### config.mk
export PLATFORM = sky130hd
export DESIGN_NAME = cpu_address_generation
export DESIGN_NICKNAME = d
export VERILOG_FILES = /design/src/cpu_address_generation_pkg.sv /design/src/cpu_address_generation.sv
export SDC_FILE = /design/constraint.sdc
export NUM_CORES = 1
export LEC_CHECK = 0
export BUFFER_PORTS_ARGS = -buffer_cell sky130_fd_sc_hd__clkbuf_2
export CORE_ASPECT_RATIO = 1.2
export CORE_MARGIN = 4
export CORE_UTILIZATION = 30
export CTS_CLUSTER_SIZE = 28
export DETAILED_ROUTE_END_ITERATION = 8
export GPL_TIMING_DRIVEN = 0
export PLACE_DENSITY = 0.57
export SETUP_SLACK_MARGIN = 0.3
export SKIP_CTS_REPAIR_TIMING = 1
export SYNTH_ARGS = -nofsm -noshare
export SYNTH_HDL_FRONTEND = slang
export SYNTH_SLANG_ARGS = --single-unit
### constraint.sdc
create_clock -name clk -period 3.05 [get_ports clk]
set_input_delay 0.1525 -clock clk [delete_from_list [all_inputs] [get_ports clk]]
set_output_delay 0.1525 -clock clk [all_outputs]
set_load 0.01 [all_outputs]
### src/cpu_address_generation_pkg.sv
// Constants and types shared by the address generation logic
package cpu_address_generation_pkg;

    // ==========================================================
    // Addressing modes presented by the decode stage
    // ==========================================================
    typedef enum logic [3:0] {
        MODE_ABS_BRANCH,  // Absolute call or branch
        MODE_TABLE_CALL,  // Table vector call
        MODE_REG_BRANCH,  // Branch through accumulator pair
        MODE_DIRECT,      // 16-bit direct operand
        MODE_SHORT,       // Short direct operand
        MODE_SFR,         // Special register operand
        MODE_REG,         // General register operand
        MODE_INDIRECT,    // Pointer pair indirect operand
        MODE_BASED,       // Base pointer plus displacement
        MODE_STACK_PUSH,  // Stack write (push, call, save)
        MODE_STACK_POP    // Stack read (pop, return, restore)
    } mode_t;

    // ==========================================================
    // Widths
    // ==========================================================
    localparam int ADDR_W = 16;
    localparam int BYTE_W = 8;
    localparam int REG_COUNT = 8;
    localparam int REG_CODE_W = 3;

    // ==========================================================
    // General register numbering: X A C B E D L H
    // ==========================================================
    localparam logic [1:0] PAIR_ACC = 2'h0;   // Accumulator pair, X low A high
    localparam logic [1:0] PAIR_TWO = 2'h2;   // Pointer pair two, E low D high
    localparam logic [1:0] PAIR_BASE = 2'h3;  // Base pointer pair, L low H high

    // ==========================================================
    // Vector table and fixed windows
    // ==========================================================
    localparam logic [9:0] TABLE_BASE_HIGH = 10'h001;  // Upper bits giving table at 40H
    localparam int VEC_LSB = 1;                         // Vector index field position
    localparam int VEC_MSB = 5;
    localparam logic [6:0] SHORT_HIGH = 7'h7F;          // Bits 15..9 of short address
    localparam logic [7:0] SHORT_SFR_LIMIT = 8'h20;     // Below this, bit 8 is set
    localparam logic [7:0] SFR_HIGH = 8'hFF;            // Upper byte of register area
    localparam logic [7:0] SFR_HOLE_LO = 8'hD0;         // Gap not reachable by this form
    localparam logic [7:0] SFR_HOLE_HI = 8'hDF;
    localparam logic [15:0] STACK_STEP = 16'h0001;      // Pre-decrement on writes

endpackage : cpu_address_generation_pkg

### src/cpu_address_generation.sv
// Program counter target and operand effective address generation
`timescale 1ns/10ps
`default_nettype none
// Functional notes
// - Absolute call/branch loads 16-bit immediate into PC
// - Table call reads vector 40H-7FH, loads PC
// - Branch through register copies accumulator pair
// - Direct mode uses 16-bit immediate as address
// - Short direct reaches FE20H-FF1FH with 8 bits
// - Bit 8 set for 00H-1FH, else cleared
// - RAM FE20H-FEFFH, registers FF00H-FF1FH
// - Special register form covers FF00H-FFCFH, FFE0H-FFFFH
// - FF00H-FF1FH reachable both ways
// - Register mode picks one of eight by 3-bit code
// - Registers X,A,C,B,E,D,L,H; pairs 0-3 follow
// - Indirect uses pointer pair two or base pair
// - Based adds zero-extended byte, carry dropped
// - Stack addressed through stack pointer automatically
module cpu_address_generation #(
    parameter int ADDR_W = cpu_address_generation_pkg::ADDR_W
) (
    input wire logic clk,                        // Core clock
    input wire logic srst,                       // Synchronous reset, active high
    input wire logic ce,                         // Clock enable, freezes all state when low unless srst is high
    input wire logic req_valid,                  // Decode stage presents a request
    input wire cpu_address_generation_pkg::mode_t req_mode,  // Addressing mode
    input wire logic [7:0] opcode,               // First opcode byte
    input wire logic [15:0] absolute_address_field,  // 16-bit immediate
    input wire logic [7:0] byte_field,           // 8-bit immediate or displacement
    input wire logic [2:0] reg_code,             // General register code
    input wire logic use_base_pair,              // Indirect: base pair when high, pair two when low
    input wire logic word_access,                // Operand is 16 bits wide
    input wire logic [63:0] gpr,                 // Eight general registers, register n at byte n
    input wire logic [15:0] sp,                  // Stack pointer
    input wire logic tbl_valid,                  // Vector word returned by memory
    input wire logic [15:0] tbl_data,            // Stored branch target
    output logic busy,                           // Request cannot be taken
    output logic pc_load,                        // One-cycle PC load strobe
    output logic [15:0] pc_target,               // New program counter
    output logic ea_valid,                       // One-cycle operand address strobe
    output logic [15:0] ea,                      // Operand effective address
    output logic ea_is_sfr,                      // Address lies in register area
    output logic [2:0] reg_index,                // Selected general register
    output logic [7:0] reg_data,                 // Selected general register contents
    output logic tbl_rd_req,                     // Vector word read request, level
    output logic [15:0] tbl_addr,                // Vector word address
    output logic addr_error                      // One-cycle strobe: illegal operand address or undefined mode code
);

    // ==========================================================
    // Types and state
    // ==========================================================
    typedef enum logic [1:0] {
        ST_IDLE,      // Ready for a request
        ST_TABLE_RD   // Waiting for the vector word
    } fsm_t;

    typedef struct packed {
        fsm_t fsm;               // Sequencer state
        logic pc_load;           // PC load strobe
        logic [15:0] pc_target;  // Branch target
        logic ea_valid;          // Address strobe
        logic [15:0] ea;         // Effective address
        logic ea_is_sfr;         // Register area flag
        logic [2:0] reg_index;   // Register selection
        logic [7:0] reg_data;    // Register contents
        logic tbl_rd_req;        // Vector read request
        logic [15:0] tbl_addr;   // Vector address
        logic addr_error;        // Illegal address flag
    } state_t;

    state_t st;       // Registered state
    state_t next_st;  // Next state

    // ==========================================================
    // Decoding helpers
    // ==========================================================
    // Byte n of the register file
    function automatic logic [7:0] reg_byte(input logic [63:0] file, input logic [2:0] code);
        reg_byte = file[code*cpu_address_generation_pkg::BYTE_W +: cpu_address_generation_pkg::BYTE_W];
    endfunction : reg_byte

    // Pair p is {register 2p+1, register 2p}
    function automatic logic [15:0] reg_pair(input logic [63:0] file, input logic [1:0] p);
        reg_pair = {reg_byte(file, {p, 1'b1}), reg_byte(file, {p, 1'b0})};
    endfunction : reg_pair

    // Short direct: ones above, bit 8 from range, field below
    function automatic logic [15:0] short_addr(input logic [7:0] f);
        short_addr = {cpu_address_generation_pkg::SHORT_HIGH,
                      (f < cpu_address_generation_pkg::SHORT_SFR_LIMIT), f};
    endfunction : short_addr

    // ==========================================================
    // Next-state logic
    // ==========================================================
    // Strobes clear each cycle; results hold until the next request
    always_comb
    begin
        next_st = st;
        next_st.pc_load = 1'b0;
        next_st.ea_valid = 1'b0;
        next_st.addr_error = 1'b0;
        unique case (st.fsm)
            ST_IDLE:
            begin
                if (req_valid)
                begin
                    unique case (req_mode)
                        cpu_address_generation_pkg::MODE_ABS_BRANCH:
                        begin
                            // Anywhere in the space
                            next_st.pc_load = 1'b1;
                            next_st.pc_target = absolute_address_field;
                        end
                        cpu_address_generation_pkg::MODE_TABLE_CALL:
                        begin
                            // Word-aligned vector, index taken from opcode bits 5..1
                            next_st.tbl_addr = {cpu_address_generation_pkg::TABLE_BASE_HIGH,
                                opcode[cpu_address_generation_pkg::VEC_MSB:cpu_address_generation_pkg::VEC_LSB],
                                1'b0};
                            next_st.tbl_rd_req = 1'b1;
                            next_st.fsm = ST_TABLE_RD;
                        end
                        cpu_address_generation_pkg::MODE_REG_BRANCH:
                        begin
                            next_st.pc_load = 1'b1;
                            next_st.pc_target = reg_pair(gpr, cpu_address_generation_pkg::PAIR_ACC);
                        end
                        cpu_address_generation_pkg::MODE_DIRECT:
                        begin
                            next_st.ea_valid = 1'b1;
                            next_st.ea = absolute_address_field;
                            next_st.ea_is_sfr = (absolute_address_field[15:8] == cpu_address_generation_pkg::SFR_HIGH);
                        end
                        cpu_address_generation_pkg::MODE_SHORT:
                        begin
                            next_st.ea_valid = 1'b1;
                            next_st.ea = short_addr(byte_field);
                            // Low fields land on registers, the rest on RAM
                            next_st.ea_is_sfr = (byte_field < cpu_address_generation_pkg::SHORT_SFR_LIMIT);
                            // Odd word address is a software fault; flag it, still drive it
                            next_st.addr_error = word_access & byte_field[0];
                        end
                        cpu_address_generation_pkg::MODE_SFR:
                        begin
                            next_st.ea_valid = 1'b1;
                            next_st.ea = {cpu_address_generation_pkg::SFR_HIGH, byte_field};
                            next_st.ea_is_sfr = 1'b1;
                            // The hole between the two areas is not reachable
                            next_st.addr_error = (byte_field >= cpu_address_generation_pkg::SFR_HOLE_LO) &&
                                                 (byte_field <= cpu_address_generation_pkg::SFR_HOLE_HI);
                        end
                        cpu_address_generation_pkg::MODE_REG:
                        begin
                            // Register operand: no memory address
                            next_st.reg_index = reg_code;
                            next_st.reg_data = reg_byte(gpr, reg_code);
                        end
                        cpu_address_generation_pkg::MODE_INDIRECT:
                        begin
                            next_st.ea_valid = 1'b1;
                            next_st.ea = reg_pair(gpr, use_base_pair ? cpu_address_generation_pkg::PAIR_BASE
                                                                    : cpu_address_generation_pkg::PAIR_TWO);
                            next_st.ea_is_sfr = (next_st.ea[15:8] == cpu_address_generation_pkg::SFR_HIGH);
                        end
                        cpu_address_generation_pkg::MODE_BASED:
                        begin
                            // Sum truncated to 16 bits, so the carry is lost
                            next_st.ea_valid = 1'b1;
                            next_st.ea = 16'(reg_pair(gpr, cpu_address_generation_pkg::PAIR_BASE)
                                             + {8'h00, byte_field});
                            next_st.ea_is_sfr = (next_st.ea[15:8] == cpu_address_generation_pkg::SFR_HIGH);
                        end
                        cpu_address_generation_pkg::MODE_STACK_PUSH:
                        begin
                            // Writes go below the current top
                            next_st.ea_valid = 1'b1;
                            next_st.ea = 16'(sp - cpu_address_generation_pkg::STACK_STEP);
                            next_st.ea_is_sfr = 1'b0;
                        end
                        cpu_address_generation_pkg::MODE_STACK_POP:
                        begin
                            next_st.ea_valid = 1'b1;
                            next_st.ea = sp;
                            next_st.ea_is_sfr = 1'b0;
                        end
                        default:
                        begin
                            // Undefined mode code: report and ignore
                            next_st.addr_error = 1'b1;
                        end
                    endcase
                end
            end
            ST_TABLE_RD:
            begin
                // Hold the read until memory answers, then branch
                if (tbl_valid)
                begin
                    next_st.tbl_rd_req = 1'b0;
                    next_st.pc_load = 1'b1;
                    next_st.pc_target = tbl_data;
                    next_st.fsm = ST_IDLE;
                end
            end
            default:
            begin
                next_st.fsm = ST_IDLE;
            end
        endcase
    end

    // ==========================================================
    // State register
    // ==========================================================
    // Reset wins over the enable; everything else freezes while ce is low
    always_ff @(posedge clk)
    begin
        if (srst)
        begin
            st <= '0;
            st.fsm <= ST_IDLE;
        end
        else if (ce)
        begin
            st <= next_st;
        end
    end

    // ==========================================================
    // Outputs
    // ==========================================================
    assign busy = (st.fsm != ST_IDLE);
    assign pc_load = st.pc_load;
    assign pc_target = st.pc_target;
    assign ea_valid = st.ea_valid;
    assign ea = st.ea;
    assign ea_is_sfr = st.ea_is_sfr;
    assign reg_index = st.reg_index;
    assign reg_data = st.reg_data;
    assign tbl_rd_req = st.tbl_rd_req;
    assign tbl_addr = st.tbl_addr;
    assign addr_error = st.addr_error;

endmodule : cpu_address_generation
`default_nettype wire

== Yosys cells after proc, flatten, opt, wreduce, memory -nomap -nowiden ==
Cells that the tools add are included.
Cells by class
  shifts and indexed selects: 3
  muxes and demuxes: 15
  bitwise gates (word level): 1
  reductions and logical operators: 13
  $lt $le $gt $ge: 3
  eq/ne operators: 18
  $add $sub $neg: 2
Operators with widths (number)
  $shiftx A64 B7 Y8: 3
  $pmux W18 S7: 1
  $pmux W17 S2: 2
  $mux W66: 1
  $mux W29: 1
  $eq A8 B8 Y1 const B: 3
  $mux W19: 1
  $mux W17: 1
  $add A16 B8 Y16: 1
  $eq A4 B3 Y1 const B: 4
  $reduce_and A4 Y1: 4
  $sub A16 B1 Y16 const B: 1
  $eq A4 B4 Y1 const B: 3
  $mux W11: 1
  $reduce_and A5 Y1: 2
  $reduce_or A9 Y1: 1
  $eq A4 B2 Y1 const B: 2
  $ge A8 B8 Y1 const B: 1
  $le A8 B8 Y1 const B: 1
  $lt A8 B6 Y1 const B: 1
  $reduce_bool A7 Y1: 1
  $eq A4 B1 Y1 const B: 1
  $logic_not A4 Y1: 1
  $ne A2 B2 Y1 const B: 2
  other kinds (12): 15
Storage, ports and cells
  output and inout port bits: 65
  logic and storage cells: 66
  bits of input ports: 142
  register bits after elaboration: 56

== Logic depth before layout (Yosys ltp) ==
Gate-level depths: netlist of run 1.
  depth in word-level cells: 6
  depth in mapped cells: 10
  depth with buffers taken out: 10

== Worst setup path before layout of run 1 ==
No wires, ideal clock.
  path kind: input port to flip-flop
  start point: input port byte_field[0]
  end point: register st (netlist bit ea[14])
  setup slack: 1.136 ns
  path buffers: 0
  library setup time: 0.058 ns
  stages on the path: 10
  required time: 2.992 ns
  arrival time: 1.855 ns
  cells stage by stage: ha_1 > inv_1 > fa_1 > nor2b_1 > o2111ai_1 > nand3_1 > nand4_1 > xor2_1 > o21ai_0 > o221a_2
On the way
  word-level cells in the longest chain between the ends: 2
Ends and longest elaborated chain
  start: declaration: line cpu_address_generation.sv:29  | input wire logic [7:0] byte_field,
  $add A16 B8 Y16: line cpu_address_generation.sv:172  | + {8'h00, byte_field});
  $pmux W18 S7: line cpu_address_generation.sv:109  | unique case (req_mode)
  end signal: assignment: line cpu_address_generation.sv:227  | st <= next_st;
  end: declaration: line cpu_address_generation.sv:72  | state_t st;
No other way between the ends.
A chain may end at the register's enable or synchronous reset.

== Worst setup path after layout of run 1 ==
  start point: input port byte_field[0]
  end point: register st (netlist bit ea_is_sfr)
On the way
  word-level cells in the longest chain between the ends: 3
  elaborated cells on any way between the ends: 4
  those cells by class: add/sub (1); order compare (1); eq/ne (1); mux (1)
Ends and longest elaborated chain
  $add A16 B8 Y16: line cpu_address_generation.sv:172
  $eq A8 B8 Y1: line cpu_address_generation.sv:173  | next_st.ea_is_sfr = (next_st.ea[15:8] == cpu_address_generation_pkg::SFR_HIGH);
  $pmux W18 S7 (*): line cpu_address_generation.sv:109
Every way passes the cells marked *; elsewhere a longest branch is shown, timed or not.

==> results of run 1 <==
[power groups by stage]
| stage | clock [mW] | sequential (mW) | combinational, mW |
|---|---|---|---|
| floorplan | 0 | 0.765 | 0.340 |
| global placement | 0 | 0.769 | 0.592 |
| detailed placement | 0 | 0.769 | 0.594 |
| CTS | 0.691 | 0.752 | 0.597 |
| global route | 0.712 | 0.755 | 0.644 |
| finish | 0.678 | 0.752 | 0.599 |
[synth_stat cells, drive strengths merged (4+ instances only)]
cell type  number
nor2           83
buf            82
dfxtp          55
a21oi          48
nand2          40
mux2i          39
o21ai          28
a211oi         19
mux4           16
inv            14
nor3           14
clkbuf         12
a221oi         10
xnor2          10
ha              9
nand3           8
a22oi           7
a31oi           6
and2            6
xor2            6
and3            5
nand4           5
nor4            5
a311oi          4
mux2            4
nor2b           4
nor3b           4
[worst max-delay path: stages]
cell	delay (ps)
clkbuf_2	130
ha_1	200
inv_1	60
fa_1	390
nor2b_1	180
o2111ai_1	140
nand3_1	250
a21oi_1	110
nor3_1	530
nor2_1	100
a41o_1	250
[area by class of cell]
| type | instances | area share |
|---|---|---|
| clock inverter | 3 | 0.00748 |
| multi-input combinational | 435 | 0.493 |
| inverter | 14 | 0.00849 |
| buffer | 94 | 0.0998 |
| tap | 208 | 0.0420 |
| clock buffer | 5 | 0.0202 |
| sequential | 55 | 0.178 |
| timing repair buffer | 187 | 0.151 |
[cell usage in the layout (no fill, tap or decap), types with 8 or more instances in the layout]
master	instances
a211oi_1	19
nand3_1	8
nor2_1	83
clkbuf_2	187
a221oi_1	10
inv_1	14
nand2_1	40
mux2i_1	39
mux4_2	16
buf_2	14
nor3_1	14
clkbuf_1	12
xnor2_1	10
ha_1	9
o21ai_0	19
buf_4	62
o21ai_1	9
dfxtp_1	55
conb_1	10
a21oi_1	46
[cell families (layout without fill, tap and decap cells)]
logic type	after synthesis	in the layout	synth area share
muxes	59	59	0.166
and+or+nand+nor	186	186	0.189
AOI/OAI and AO/OA	154	154	0.217
other	1	10	0.000783
adders and majority gates	10	10	0.0277
buffers and inverters	108	303	0.140
DFF	55	55	0.230
xor gates and xnor gates	16	16	0.0293
[through the flow]
step | cells | setup WS (ps) | area (sq um) | hold WS [ps]
2_1_floorplan | 598 | 1140 | 4820 | 296
5_1_grt | 1001 | 640 | 6190 | 110
3_5_place_dp | 993 | 474 | 6020 | 396
4_1_cts | 1001 | 778 | 6190 | 84.5
6_report | 1001 | 751 | 6190 | 87.4
3_3_place_gp | 993 | 474 | 6020 | 391
[sequential cells by signal, indices dropped and copies added (netlist names)]
signal	flops
st	1
tbl_addr	6
ea_valid	1
reg_data	8
ea	16
pc_load	1
addr_error	1
reg_index	3
ea_is_sfr	1
tbl_rd_req	1
pc_target	16
[final timing paths]
kind	from	to	slack [ps]	cells past startpoint
worst min-delay path	opcode[4]	tbl_addr[4]$_SDFFE_PP0P_	90	3
worst max-delay path	byte_field[0]	ea_is_sfr$_SDFFE_PP0P_	750	11
worst min register to register	tbl_addr[6]$_SDFFE_PP0P_	tbl_addr[6]$_SDFFE_PP0P_	460	2
worst max register to register	st[64]$_SDFFE_PP0P_	ea[14]$_SDFFE_PP0P_	1110	7
[per-layer routing]
metal	up-vias	global-route usage	wire [um]
met5	-	0	0
met4	0	0.0587	503
met3	35	0.0418	1580
met2	234	0.371	9750
met1	2319	0.248	7800
li1	2489	-	-
==> impl_metrics.yaml, run 1 <==
timing:
  hold_violations: 0
  drv_slew: 0
  relSlewSlack: 0.468
  tns_ps: 0
  rsz0062_at_grt: "no"
  timing.final.crit_share: 0.754
  setup_viol: 0
  skew_ps: 9.06
  worst_slew_pin_slew_ps: 799
  fmax_ghz: 0.435
  period_minus_slack_ps: 2300
route:
  drc: 0
  drtPass1Iterations: 5
  routedWlPerCell_um: 19.6
  vias_per_cell: 5.07
  antenna_left: 0
  drt_iter0_markers: 365
  wirelength_um: 19600
  vias: 5077
worst_setup_path:
  start_kind: "primary input"
  criticalPathCategory: "in2reg"
  endpoint_kind: "register"
  cp.required_ps: 3240
  cp_max_fo: 7
  arrival_ps: 2490
placed_design:
  gp_congestion: 0.900
  port-buffer-count: 187
  hpwlAfterDp_um: 16400
pwr:
  power.switching_uw: 629
  sw_frac_of_total: 0.310
  power_mw: 2.03
  p_int_mw: 1.40
  p_comb_frac: 0.295
  clock_power_share: 0.334
  power_density_mw_per_mm2: 328
  p_leak_nw: 2.93
  p_seq_frac: 0.371
  ir_worst_vdd_mv: 0.207
cts:
  cts_buffer_depth: 2
  clk_pin_slew_ps: 70
  clk_latency_ps: 300
  numCtsBuffers: 5
  clock_sinks: 55
  clock-root-buffer: "clkbuf_16"
  ctsHtreeMaxLevel: 2
  cts_tree: "yes"
final_layout:
  drive_above_1_share: 0.387
  multi_input_area_sq_mm: 0.00305
  register_area_sq_mm: 0.00110
  nNetsFinal: 944
  fillers: 1657
  area_delta_synth_final_pct: 29.3
  n_antenna_cell: 0
  postLayoutCoreUtil: 0.396
synth:
  synth_seq_cells: 55
  yosysTopAreaCellShare: 0.230
  synth_top_area_cell: "dfxtp_1"
  syn_inst: 589
  synthDistinctLibCells: 68
  syn_area_sq_mm: 0.00479
  synth_edf_count: 0
  ys_async_sr_fraction: 0
  avgSynthCellArea_sq_um: 8.13
  ys_top_cells_by_area: "dfxtp_1, buf_4, mux2i_1, mux4_2, nor2_1"
  synthFlopType: "dfxtp_1"
  yosysWarnings: 0
  synth-seq-area-share: 0.230
die:
  initial_utilization: 0.306
  row_count: 50
  die_height_um: 146
  core_area_sq_mm: 0.0156
  die_area_sq_mm: 0.0181
  die_x_um: 123
  io_pins: 207
global_route:
  antenna_found_initial: 0
  overflow: 0
  grt_pass1_vias: 4950
  grt_use_total: 0.207
  grt_pass1_wl_um: 28400
  grt_max_degree: 19
job:
  max_cap_viol_count: 0
worst_hold_path:
  hp-class: "in2reg"
outcome:
  outcome: "finished clean"
Note: power is estimated with default switching activity, not from simulation.
==> run 2: changes to the inputs <==
--- a/config.mk
+++ b/config.mk
@@ -5,6 +5,7 @@
 export SDC_FILE = /design/constraint.sdc
 export NUM_CORES = 1
 export LEC_CHECK = 0
+export ABC_AREA = 1
 export BUFFER_PORTS_ARGS = -buffer_cell sky130_fd_sc_hd__clkbuf_2
 export CORE_ASPECT_RATIO = 1.2
 export CORE_MARGIN = 4
@@ -12,7 +13,7 @@
 export CTS_CLUSTER_SIZE = 28
 export DETAILED_ROUTE_END_ITERATION = 8
 export GPL_TIMING_DRIVEN = 0
-export PLACE_DENSITY = 0.57
+export PLACE_DENSITY = 0.56
 export SETUP_SLACK_MARGIN = 0.3
 export SKIP_CTS_REPAIR_TIMING = 1
 export SYNTH_ARGS = -nofsm -noshare
==> constraint.sdc (replaced) <==
create_clock -name clk -period 2.4 [get_ports clk]
set_input_delay 0.12 -clock clk [delete_from_list [all_inputs] [get_ports clk]]
set_output_delay 0.12 -clock clk [all_outputs]
set_load 0.01 [all_outputs]
==> run 2 against run 1 <==
Against the previous run: sequential power up 27%; flip-flop and latch count unchanged; first-iteration DRC count up 6.8%; clock power up 13%; sequential share of layout area down 0.90 points; utilization down 0.73 points; clock skew down 4.3 ps; critical path type is now reg2reg.
==> impl_metrics.yaml, run 2 <==
outcome:
  outcome: "finished clean"
global_route:
  antenna_found_initial: 1
  overflow: 0
  grt_pass1_vias: 6079
  gr-usage-met2: 0.355
  use_met1: 0.283
  grt_use_total: 0.216
  grt_pass1_wl_um: 32300
  use_met3: 0.0339
  grt_max_degree: 18
  grt_busiest_layer: "met2"
synth:
  yosysMostFrequentCell: "nand2_1"
  synth_edf_count: 0
  yosysWarnings: 0
  synthFlopType: "dfxtp_1"
  ys_async_sr_fraction: 0
  syn_inst: 861
  ys_top_cells_by_area: "dfxtp_1, nand2_1, buf_4, o21ai_0, a21oi_1"
  synth_seq_cells: 55
  avgSynthCellArea_sq_um: 5.94
  synth_top_area_cell: "dfxtp_1"
  synth-seq-area-share: 0.215
  synthDistinctLibCells: 41
  syn_area_sq_mm: 0.00511
  ys_top_cells_by_count: "nand2_1, inv_1, o21ai_0"
  yosysTopAreaCellShare: 0.215
worst_setup_path:
  r2r_cells: 10
  endpoint_kind: "register"
  arrival_ps: 2170
  start_kind: "register"
  r2r_start: "st[64]$_SDFFE_PP0P_"
  cp.required_ps: 2640
  crit_end: "reg_data[7]$_SDFFE_PP0P_"
  r2r_end: "reg_data[7]$_SDFFE_PP0P_"
  r2r_slack_ps: 470
  criticalPathCategory: "reg2reg"
  critical_path.startpoint: "st[64]$_SDFFE_PP0P_"
  cp_max_fo: 10
cts:
  clock_sinks: 55
  clk_latency_ps: 300
  ctsHtreeMaxLevel: 2
  numCtsBuffers: 5
  clock-root-buffer: "clkbuf_16"
  cts_tree: "yes"
  cts_buffer_depth: 2
  clk_pin_slew_ps: 80
die:
  io_pins: 207
  die_height_um: 151
  die_x_um: 127
  initial_utilization: 0.304
  die_area_sq_mm: 0.0192
  row_count: 52
  core_area_sq_mm: 0.0168
route:
  drtPass1Iterations: 5
  drt_iter0_markers: 390
  vias_per_cell: 4.90
  wirelength_um: 21500
  drc: 0
  routedWlPerCell_um: 16.7
  antenna_left: 0
  vias: 6295
pwr:
  ir_worst_vdd_mv: 0.272
  clock_power_share: 0.309
  sw_frac_of_total: 0.343
  power_density_mw_per_mm2: 378
  power.switching_uw: 846
  p_leak_nw: 3.48
  p_int_mw: 1.62
  p_seq_frac: 0.388
  p_comb_frac: 0.302
final_layout:
  area_delta_synth_final_pct: 27.6
  nNetsFinal: 1221
  final_cell_mix: "clkbuf_2, nand2_1, inv_1, o21ai_0, a21oi_1"
  register_area_sq_mm: 0.00110
  fin_area_sq_mm: 0.00652
  multi_input_area_sq_mm: 0.00303
  drive_above_1_share: 0.287
  n_antenna_cell: 0
  layout_commonest_cell: "clkbuf_2"
  final_cell_count_no_fill: 1286
  fillers: 1877
placed_design:
  place_inst: 1278
  postPlaceCellArea_sq_mm: 0.00638
  dp_worst_setup_slack_ps: 276
  gp_congestion: 0.952
  hpwlAfterDp_um: 18300
  port-buffer-count: 192
timing:
  period_minus_slack_ps: 1930
  timing.final.crit_share: 0.805
  skew_ps: 4.73
  rsz0062_at_grt: "no"
  fin_ws_ps: 469
  worst_slew_pin_slew_ps: 662
  setup_viol: 0
  holdWs_ps: 39.8
  hold_violations: 0
  relSlewSlack: 0.558
  tns_ps: 0
  drv_slew: 0
  fmax_ghz: 0.518
worst_hold_path:
  hp-class: "in2reg"
job:
  max_cap_viol_count: 0
## run 2: cell types whose count changed in the layout (fill, tap and decap cells not counted), sizes merged, moves of 35 or more
cell	change
a21oi	+35
inv	+99
mux2i	-39
nand2	+149
nand3	+49
o21ai	+66
## run 2: worst min path at each step
stage | from | end | cells after the start
floorplan | opcode[1] | tbl_addr[1]$_SDFFE_PP0P_ | 2
global placement | opcode[4] | tbl_addr[4]$_SDFFE_PP0P_ | 3
detailed placement | opcode[4] | tbl_addr[4]$_SDFFE_PP0P_ | 3
CTS | opcode[5] | tbl_addr[5]$_SDFFE_PP0P_ | 3
global route | opcode[2] | tbl_addr[2]$_SDFFE_PP0P_ | 3
finish | opcode[1] | tbl_addr[1]$_SDFFE_PP0P_ | 3
## run 2: cells by family (layout without fill, tap and decap cells)
| kind of cell | count (synthesis) | count (layout) | synth area share |
|---|---|---|---|
| compound gates | 231 | 231 | 0.256 |
| xor+xnor | 2 | 2 | 0.00343 |
| fa+ha+maj | 10 | 10 | 0.0259 |
| buf+inv | 205 | 405 | 0.199 |
| flops | 55 | 55 | 0.215 |
| other cells | 1 | 10 | 0.000734 |
| simple gates | 357 | 357 | 0.299 |
## run 2: final cells by class
class,count,share of cell area
Multi-Input combinational cell,610,0.464
Sequential cell,55,0.169
Timing Repair Buffer,192,0.147
Buffer,90,0.0900
Inverter,115,0.0662
Tap cell,216,0.0414
Clock buffer,6,0.0198
Clock inverter,2,0.00249
## run 2: critical path, stage by stage, from the launching register on
cell	delay [ps]
dfxtp_1	340
inv_1	70
nand2_1	110
nor2_4	180
nand3_2	110
buf_2	220
inv_2	110
nand2_2	140
a211oi_1	370
a221oi_1	110
nor2_1	100
## run 2: per-stage QoR
step / utilization / power (mW)
after floorplan: - / 1.39
after global placement: 0.380 / 1.72
after detailed placement: 0.380 / 1.72
after CTS: 0.388 / 2.48
after global routing: 0.388 / 2.60
final: 0.388 / 2.47
## run 2: power by group through the flow
stage | clock [mW] | sequential [mW] | combinational [mW]
after detailed placement | 0 | 0.978 | 0.737
after floorplan | 0 | 0.974 | 0.417
final | 0.763 | 0.957 | 0.745
after global routing | 0.807 | 0.961 | 0.832
after CTS | 0.785 | 0.957 | 0.740
after global placement | 0 | 0.978 | 0.738
## run 2: layer usage
| metal | vias up | wire [um] |
|---|---|---|
| met5 | - | 12 |
| met4 | 2 | 739 |
| met3 | 42 | 1440 |
| met2 | 270 | 9830 |
| met1 | 2778 | 9490 |
| li1 | 3203 | - |
==> run 3: changes to the inputs <==
==> constraint.sdc (replaced) <==
create_clock -name clk -period 1.95 [get_ports clk]
set_input_delay 0.0975 -clock clk [delete_from_list [all_inputs] [get_ports clk]]
set_output_delay 0.0975 -clock clk [all_outputs]
set_load 0.01 [all_outputs]
==> run 3 against run 2 <==
Against the previous run: global-route usage stayed put; worst setup slack got worse by 100 ps; utilization increased by 2.3 points; combinational power grew 34%; largest power group unchanged.
==> impl_metrics.yaml, run 3 (synthesized netlist as in run 2, its figures left out) <==
outcome:
  outcome: "finished clean"
timing:
  relSlewSlack: 0.563
  rsz0062_at_grt: "yes"
  fmax_ghz: 0.631
  timing.final.crit_share: 0.813
  drv_slew: 0
  period_minus_slack_ps: 1590
  fin_ws_ps: 364
  setup_viol: 0
  hold_violations: 0
  worst_slew_pin_slew_ps: 656
  skew_ps: 4.87
pwr:
  clock_power_share: 0.300
  p_int_mw: 2.04
  power_mw: 3.12
  power.switching_mw: 1.08
  p_comb_frac: 0.322
  power_density_mw_per_mm2: 452
  p_seq_frac: 0.378
  sw_frac_of_total: 0.345
  p_leak_nw: 3.57
  ir_worst_vdd_mv: 0.337
worst_setup_path:
  cp_max_fo: 10
  cp.required_ps: 2140
  r2r_end: "pc_target[12]$_SDFFE_PP0P_"
  critical_path.startpoint: "st[64]$_SDFFE_PP0P_"
  r2r_cells: 9
  cpMaxStageDelayCell: "dfxtp_2"
  r2r_slack_ps: 360
  r2r_start: "st[64]$_SDFFE_PP0P_"
  endpoint_kind: "register"
  cpPeakStageDelay_ps: 360
  arrival_ps: 1770
  cp_cell_sequence: "inv_2, nand2_2, nor2_4, buf_4, a31oi_4, inv_2, buf_2, o21ai_0, a21oi_1"
  start_kind: "register"
  criticalPathCategory: "reg2reg"
  cpMostUsedCell: "inv_2"
global_route:
  grt_use_total: 0.216
  overflow: 0
  antenna_found_initial: 1
  grt_max_degree: 18
  grt_pass1_wl_um: 32300
  grt_pass1_vias: 6079
final_layout:
  fin_area_sq_mm: 0.00690
  area_delta_synth_final_pct: 35.0
  nNetsFinal: 1234
  final_cell_count_no_fill: 1300
  register_area_sq_mm: 0.00110
  layout_commonest_cell: "clkbuf_2"
  final_cell_mix: "clkbuf_2, nand2_1, inv_1, o21ai_0, a21oi_1"
  drive_above_1_share: 0.333
  fillers: 1842
  multi_input_area_sq_mm: 0.00326
route:
  drt_iter0_markers: 419
  routedWlPerCell_um: 16.8
  antenna_left: 0
  drc: 0
  drtPass1Iterations: 5
  wirelength_um: 21900
  vias_per_cell: 4.98
  vias: 6470
die:
  initial_utilization: 0.304
  die_height_um: 151
  die_area_sq_mm: 0.0192
  row_count: 52
  core_area_sq_mm: 0.0168
  die_x_um: 127
  io_pins: 207
cts:
  clock_sinks: 55
  ctsHtreeMaxLevel: 2
  clk_latency_ps: 300
  cts_buffer_depth: 2
  clock-root-buffer: "clkbuf_16"
  clk_pin_slew_ps: 80
  cts_tree: "yes"
  numCtsBuffers: 5
worst_hold_path:
  hp-class: "in2reg"
  hold_depth: 3
  hold_path_end: "tbl_addr[1]$_SDFFE_PP0P_"
  min_from: "opcode[1]"
placed_design:
  port-buffer-count: 192
  postPlaceCellArea_sq_mm: 0.00638
  hpwlAfterDp_um: 18300
  gp_congestion: 0.952
  place_inst: 1278
  dp_worst_setup_slack_ps: -152
job:
  max_cap_viol_count: 0
run 3: cell types whose count changed in the layout (fill, tap and decap cells not counted), sizes merged:
cell    before  now
buf         70   88
clkbuf     218  213
diode        0    1
run 3: area by class of cell:
| type | count | area share |
|---|---|---|
| Clock inverter | 2 | 0.00236 |
| Antenna cell | 1 | 0.000363 |
| Multi-Input combinational cell | 610 | 0.472 |
| Clock buffer | 6 | 0.0187 |
| Inverter | 115 | 0.0633 |
| Timing Repair Buffer | 205 | 0.156 |
| Tap cell | 216 | 0.0392 |
| Buffer | 90 | 0.0883 |
| Sequential cell | 55 | 0.160 |
run 3: routing by layer:
metal  GRT usage  up-vias  part of all wire
met2       0.355      278              0.47
met3      0.0339       37             0.066
li1            -     3233                 -
met1       0.283     2922              0.44
met4      0.0864        0             0.031
met5           0        -                 0
run 3: power groups by stage:
stage                     combinational, mW  sequential, mW  clock (mW)
after global placement                0.909            1.20           0
after floorplan                       0.513            1.20           0
after detailed placement              0.907            1.20           0
after global routing                   1.11            1.18       0.994
final                                  1.00            1.18       0.937
after CTS                             0.911            1.18       0.966
run 3: per-stage QoR:
step | hold WS (ps) | TNS, ps | util
5_1_grt | 19.9 | 0 | 0.411
2_1_floorplan | 232 | 0 | -
6_report | 17.7 | 0 | 0.411
3_3_place_gp | 327 | -199 | 0.380
3_5_place_dp | 334 | -208 | 0.380
4_1_cts | 16.0 | 0 | 0.388
run 3: critical path: cells and delay by family (launching register included):
kind,cells,cell delay (ps)
flops,1,360
simple gates,2,150
buf+inv,4,510
compound gates,3,460
run 3: worst max path at each step:
| stage | depth (start not counted) | to |
|---|---|---|
| 2_1_floorplan | 14 | ea_is_sfr$_SDFFE_PP0P_ |
| 3_3_place_gp | 15 | ea_is_sfr$_SDFFE_PP0P_ |
| 3_5_place_dp | 15 | ea_is_sfr$_SDFFE_PP0P_ |
| 4_1_cts | 10 | reg_data[7]$_SDFFE_PP0P_ |
| 5_1_grt | 14 | ea[12]$_SDFFE_PP0P_ |
| 6_report | 9 | pc_target[12]$_SDFFE_PP0P_ |
